===== src/logic/vidstp_pkg.sv =====
package vidstp_pkg;
    localparam int CODE_W = 8;
    localparam int UV_W = 21;
    localparam logic [7:0] CODE_OFF_LO = 8'hFE;
    localparam logic [7:0] CODE_FLOOR = 8'hB2;
    localparam logic [7:0] CODE_BOOT = 8'h52;
    localparam int LSB_UV = 6250;
    localparam int TOP_UV = 1612500;
    localparam int STEP_UV = 12500;
    localparam logic [8:0] STEP_CODES = 9'(STEP_UV / LSB_UV);
    localparam int SAMPLES_PER_CYCLE = 6;

    typedef struct packed {
        logic [CODE_W-1:0] code;
        logic [UV_W-1:0] uv;
    } vidstp_dac_t;

    function automatic logic vidstp_is_off(input logic [CODE_W-1:0] c);
        return c >= CODE_OFF_LO;
    endfunction

    // Codes past the floor are not listed; they clamp to the lowest level.
    function automatic logic [CODE_W-1:0] vidstp_target(input logic [CODE_W-1:0] c);
        return (c > CODE_FLOOR) ? CODE_FLOOR : c;
    endfunction

    function automatic logic [UV_W-1:0] vidstp_uv(input logic [CODE_W-1:0] c);
        return UV_W'(TOP_UV - int'(c) * LSB_UV);
    endfunction
endpackage


===== src/logic/vidstp_top.sv =====
`timescale 1ns/10ps
// Contract
// - The 8-bit code maps to a DAC level falling 6.25mV per code unit down to 0.5V, and codes FE and FF mean OFF.
// - While regulating, the code is sampled six times per switching cycle and compared with the DAC code.
// - A code change of at most one step is qualified by a half-cycle wait and then the DAC moves straight to it.
// - If the DAC-to-code difference changes during the half-cycle wait, the step is dropped and the DAC holds.
// - A code more than one step away is chased with a 12.5mV step on each of the six samples per cycle.
// - An OFF code read at the end of the boot hold shuts the block down until the enable is cycled.
module vidstp_top #(
    parameter int N_SAMPLE = vidstp_pkg::SAMPLES_PER_CYCLE
) (
    input wire logic CLK,
    input wire logic RST,
    input wire logic [vidstp_pkg::CODE_W-1:0] VOLTAGE_ID_CODE,
    input wire logic ENABLE,
    input wire logic BOOT_DONE,
    input wire logic CYCLE_TICK,
    input wire logic SAMPLE_STB,
    output vidstp_pkg::vidstp_dac_t DAC,
    output logic SHUTDOWN,
    output logic REGULATING
);
    import vidstp_pkg::*;

    localparam logic [3:0] HALF_WAIT = 4'(N_SAMPLE / 2);

    typedef enum logic [2:0] {ST_DIS, ST_BOOT, ST_IDLE, ST_WAIT, ST_SLEW, ST_SHUT} vidstp_state_t;

    logic [CODE_W-1:0] vid_meta_q;
    logic [CODE_W-1:0] vid_q;
    vidstp_state_t state_q, state_d;
    vidstp_dac_t dac_q, dac_d;
    logic signed [8:0] saved_diff_q, saved_diff_d;
    logic [3:0] wait_cnt_q, wait_cnt_d;
    logic synced_q, synced_d;
    logic [CODE_W-1:0] tgt;
    logic signed [8:0] diff;
    logic [8:0] mag;
    logic [8:0] step_amt;
    logic [CODE_W-1:0] stepped;
    logic sample;

    // The code pins are asynchronous to CLK; bits may be caught mid-change.
    always_ff @(posedge CLK) begin
        if (RST) begin
            vid_meta_q <= '0;
            vid_q <= '0;
        end else begin
            vid_meta_q <= VOLTAGE_ID_CODE;
            vid_q <= vid_meta_q;
        end
    end

    always_comb begin
        // An OFF code during regulation is not a level; the DAC simply holds.
        tgt = vidstp_is_off(vid_q) ? dac_q.code : vidstp_target(vid_q);
        diff = $signed({1'b0, dac_q.code}) - $signed({1'b0, tgt});
        mag = (diff < 0) ? 9'(-diff) : 9'(diff);
        step_amt = (mag > STEP_CODES) ? STEP_CODES : mag;
        stepped = (diff > 0) ? dac_q.code - step_amt[7:0] : dac_q.code + step_amt[7:0];
        sample = SAMPLE_STB && synced_q;
    end

    always_comb begin
        state_d = state_q;
        dac_d = dac_q;
        saved_diff_d = saved_diff_q;
        wait_cnt_d = wait_cnt_q;
        synced_d = synced_q;
        if (!ENABLE) begin
            state_d = ST_DIS;
            dac_d.code = CODE_BOOT;
            synced_d = 1'b0;
            wait_cnt_d = '0;
        end else begin
            case (state_q)
                ST_DIS: begin
                    state_d = ST_BOOT;
                end
                ST_BOOT: begin
                    if (BOOT_DONE) begin
                        state_d = vidstp_is_off(vid_q) ? ST_SHUT : ST_IDLE;
                    end
                end
                ST_IDLE: begin
                    // Samples start on a cycle boundary so the half wait is measured in whole strobes.
                    if (CYCLE_TICK) begin
                        synced_d = 1'b1;
                    end
                    if (sample && diff != 0) begin
                        if (mag > STEP_CODES) begin
                            dac_d.code = stepped;
                            state_d = ST_SLEW;
                        end else begin
                            saved_diff_d = diff;
                            wait_cnt_d = '0;
                            state_d = ST_WAIT;
                        end
                    end
                end
                ST_WAIT: begin
                    if (sample) begin
                        if (diff != saved_diff_q) begin
                            state_d = ST_IDLE;
                        end else if (wait_cnt_q + 4'h1 >= HALF_WAIT) begin
                            dac_d.code = stepped;
                            state_d = ST_IDLE;
                        end else begin
                            wait_cnt_d = wait_cnt_q + 4'h1;
                        end
                    end
                end
                ST_SLEW: begin
                    if (sample) begin
                        if (diff == 0) begin
                            state_d = ST_IDLE;
                        end else begin
                            dac_d.code = stepped;
                        end
                    end
                end
                ST_SHUT: begin
                    state_d = ST_SHUT;
                end
                default: begin
                    state_d = ST_DIS;
                end
            endcase
        end
        dac_d.uv = vidstp_uv(dac_d.code);
    end

    always_ff @(posedge CLK) begin
        if (RST) begin
            state_q <= ST_DIS;
            dac_q <= '{code: CODE_BOOT, uv: vidstp_uv(CODE_BOOT)};
            saved_diff_q <= '0;
            wait_cnt_q <= '0;
            synced_q <= 1'b0;
        end else begin
            state_q <= state_d;
            dac_q <= dac_d;
            saved_diff_q <= saved_diff_d;
            wait_cnt_q <= wait_cnt_d;
            synced_q <= synced_d;
        end
    end

    assign DAC = dac_q;
    assign SHUTDOWN = (state_q == ST_SHUT);
    assign REGULATING = (state_q == ST_IDLE) || (state_q == ST_WAIT) || (state_q == ST_SLEW);

    logic reg_now;
    assign reg_now = REGULATING && ENABLE;
endmodule


===== config.mk =====
export PLATFORM = sky130hd
export DESIGN_NAME = vidstp_top
export DESIGN_NICKNAME = d
export VERILOG_FILES = /design/src/logic/vidstp_pkg.sv /design/src/logic/vidstp_top.sv
export SDC_FILE = /design/constraint.sdc
export NUM_CORES = 1
export LEC_CHECK = 0
export ABC_AREA = 1
export BUFFER_PORTS_ARGS = -buffer_cell sky130_fd_sc_hd__buf_2
export CELL_PAD_IN_SITES_DETAIL_PLACEMENT = 0
export CELL_PAD_IN_SITES_GLOBAL_PLACEMENT = 2
export CORE_AREA = 2 2 173 107
export DETAILED_ROUTE_END_ITERATION = 6
export DIE_AREA = 0 0 175 109
export PLACE_DENSITY = 0.83
export SLEW_MARGIN = 20
export SYNTH_ARGS = -nofsm -noshare
export SYNTH_HDL_FRONTEND = slang
export SYNTH_SLANG_ARGS = --single-unit

===== constraint.sdc =====
create_clock -name CLK -period 12.22 [get_ports CLK]
set_clock_uncertainty 0.15 [all_clocks]
set_input_delay 0.611 -clock CLK [delete_from_list [all_inputs] [get_ports CLK]]
set_output_delay 0.611 -clock CLK [all_outputs]
set_load 0.01 [all_outputs]

==> impl_metrics.ini <==
[outcome]
status = complete, no violations

[floorplan]
core_area_um2 = 17600
ios = 45
rows = 38
die_x_um = 175
initial_core_util = 0.332
dieArea_um2 = 19100
fp.dieH_um = 109

[setup_path]
cp-start-kind = flip-flop
crit_top_cell = nand2_1
cp.depth = 56
crit_buf_inv = 8
r2r_start = vid_q[3]
critPathMaxStageDelay_ns = 0.50
crit_required_ns = 12.27
rr_worst_depth = 56
startpoint = vid_q[3]
worstSetupPathType = flip-flop to flip-flop
timing.rr.end = DAC[20]
crit_path_end_kind = flip-flop
critPathArrivalTime_ns = 10.26
crit_end = DAC[20]
cp_top_family = simple AND/OR/NAND/NOR gates
path_max_fanout = 15
cp_slowest_cell = fa_1
r2r_slack_ns = 2.01

[grt]
grt_max_degree = 31
antenna_found_initial = 0
grt_pass1_vias = 4797
grt.total_usage = 0.185
grt_pass1_wl_um = 26900
gr-total-overflow = 0

[sta]
fin_setup_tns_ns = 0
slew_viol_final = 0
rsz0062_at_grt = no
tightest_slew_ns = 0.743
setup_ws_ns = 2.01
finalCritPeriodShare = 0.835
clock.fmax_mhz = 98.0
finalHoldViolCount = 0
hold_slack_ns = 0.262
slew_headroom = 0.501
setup_viol = 0
period_minus_slack_ns = 10.21

[synthesis]
yosysSeqAreaShare = 0.205
syn_nets = 975
synth_warnings = 0
ys_seq_elements = 60
synth_cells = 876
synth_area_um2 = 5850
synthArstFlopShare = 0
synth_flop_cell = dfxtp_1
synth_top_area_frac = 0.205
yosysTopAreaCell = dfxtp_1
synth.area.top_cells = dfxtp_1 (21%), ha_1 (15%), nand2_1 (12%)
synth-edff-count = 0
synth.distinct_cells = 52
avgSynthCellArea_um2 = 6.68

[clock_network]
cts_setup_buffers = 0
cts_tree = built
cts.path.max_buffers = 2
clk_transition_reported_paths_ns = 0.06
cts_buffers = 9
cts_hold_buf = 0
post_cts_resized = 0
cts_max_level = 3
cts_root_buf = clkbuf_16
clock_sinks = 60
insertion_delay_ns = 0.34

[route]
via_per_inst = 4.78
final_antenna_net_count = 0
first_iter_violations = 449
dr.pass1.iters = 5
routed_wl_um = 17300
post-route-drc-count = 0
vias = 5572
wl_per_cell_um = 14.9

[placed_design]
place_inst = 1151
pre_cts_slack_ns = 2.15
gp_congestion = 0.859
placed_cell_area_um2 = 6320
dp.final_hpwl_um = 14400
io_buffer_count = 43

[power]
peakVddDrop_mv = 0.0740
leakagePower_nw = 3.42
p_switching_mw = 0.289
internal-power_mw = 0.462
cellPowerDensity_nw_per_um2 = 114
seqPwrFrac = 0.292
switching_share = 0.384
p_comb_frac = 0.370
totalPowerFinal_mw = 0.751
power_frac_clock = 0.338

[cells_and_area]
layout_commonest_cell = nand2_1
final_cell_count_no_fill = 1166
fin_nets = 1021
post-route-util = 0.374
n_antenna_cell = 0
syn_to_final_growth_pct = 12.9
n_fill_cell = 1932
finalInstanceArea_um2 = 6600
drive_gt1_frac = 0.122
layout_common_cells = nand2_1 (182), inv_1 (157), nor2_1 (96)

[worst_hold_path]
hp-class = flip-flop to flip-flop

[job]
drv_cap = 0
## synthesized netlist by cell type (2+ instances only)
master,count
nor4_1,4
a31oi_1,3
nand4_1,10
a21oi_1,55
nor2_2,3
inv_1,157
nand2_4,5
nand3_1,53
o21ai_0,31
a21oi_2,2
nor2_4,5
nand2_1,182
a211oi_1,3
clkbuf_1,3
o22ai_1,2
nand3_2,13
nand2_2,14
nor2_1,96
fa_1,14
dfxtp_1,60
nor3_1,16
inv_4,2
inv_2,3
buf_4,3
xnor2_1,7
xor2_1,13
o21ai_1,7
nand3b_1,5
a21o_1,2
or2_2,4
o31ai_1,2
o21a_1,3
a22oi_1,3
ha_1,71
o211ai_1,3
## sequential cells by signal, indices dropped and copies added (netlist names)
name          count
vid_q             8
vid_meta_q        8
wait_cnt_q        4
synced_q          1
saved_diff_q      9
DAC              27
state_q           3
## area by class of cell
type                    instances  area [um^2]  share of cell area
repair buffers                 44          223              0.0337
inverters                     163          617              0.0934
well taps                     240          300              0.0455
clock buffers                  10          229              0.0347
multi-input cells             644         3980               0.603
flip-flops and latches         60         1200               0.182
clock inverters                 5         53.8             0.00815
## routing by layer
metal	track usage	vias up	share of wire
met4	0.0363	0	0.0071
li1	-	2911	-
met5	0	-	0
met2	0.212	153	0.32
met1	0.319	2497	0.61
met3	0.0460	11	0.066
## worst min-delay path by stage
stage / startpoint / to / slack, ns / depth (start not counted)
floorplan: vid_meta_q[0] / vid_q[0] / 0.24 / 2
global placement: vid_meta_q[0] / vid_q[0] / 0.25 / 2
detailed placement: vid_meta_q[0] / vid_q[0] / 0.26 / 2
CTS: vid_meta_q[0] / vid_q[0] / 0.27 / 2
global route: vid_meta_q[0] / vid_q[0] / 0.28 / 2
finish: vid_meta_q[0] / vid_q[0] / 0.26 / 2
## worst register-to-register path, delay by kind of cell (launching register included)
family / cells / cell delay (ns)
xor gates and xnor gates: 2 / 0.47
AOI/OAI and AO/OA: 7 / 1.66
DFF: 1 / 0.36
adders and majority gates: 8 / 3.24
buffers and inverters: 8 / 0.67
and+or+nand+nor: 31 / 3.50
## power by group through the flow
| stage | combinational (mW) | clock (mW) | sequential, mW |
|---|---|---|---|
| after global routing | 0.313 | 0.267 | 0.221 |
| after global placement | 0.280 | 0 | 0.223 |
| final | 0.278 | 0.254 | 0.219 |
| after detailed placement | 0.273 | 0 | 0.224 |
| after floorplan | 0.194 | 0 | 0.230 |
| after CTS | 0.275 | 0.262 | 0.219 |
## logic make-up after synthesis
| kind of cell | Yosys count | synth area share |
|---|---|---|
| compound gates | 124 | 0.121 |
| xor+xnor | 20 | 0.0299 |
| fa+ha+maj | 85 | 0.200 |
| buf+inv | 172 | 0.115 |
| flops | 60 | 0.205 |
| other cells | 1 | 0.000641 |
| simple gates | 414 | 0.329 |
(Power assumes the default switching activity.)
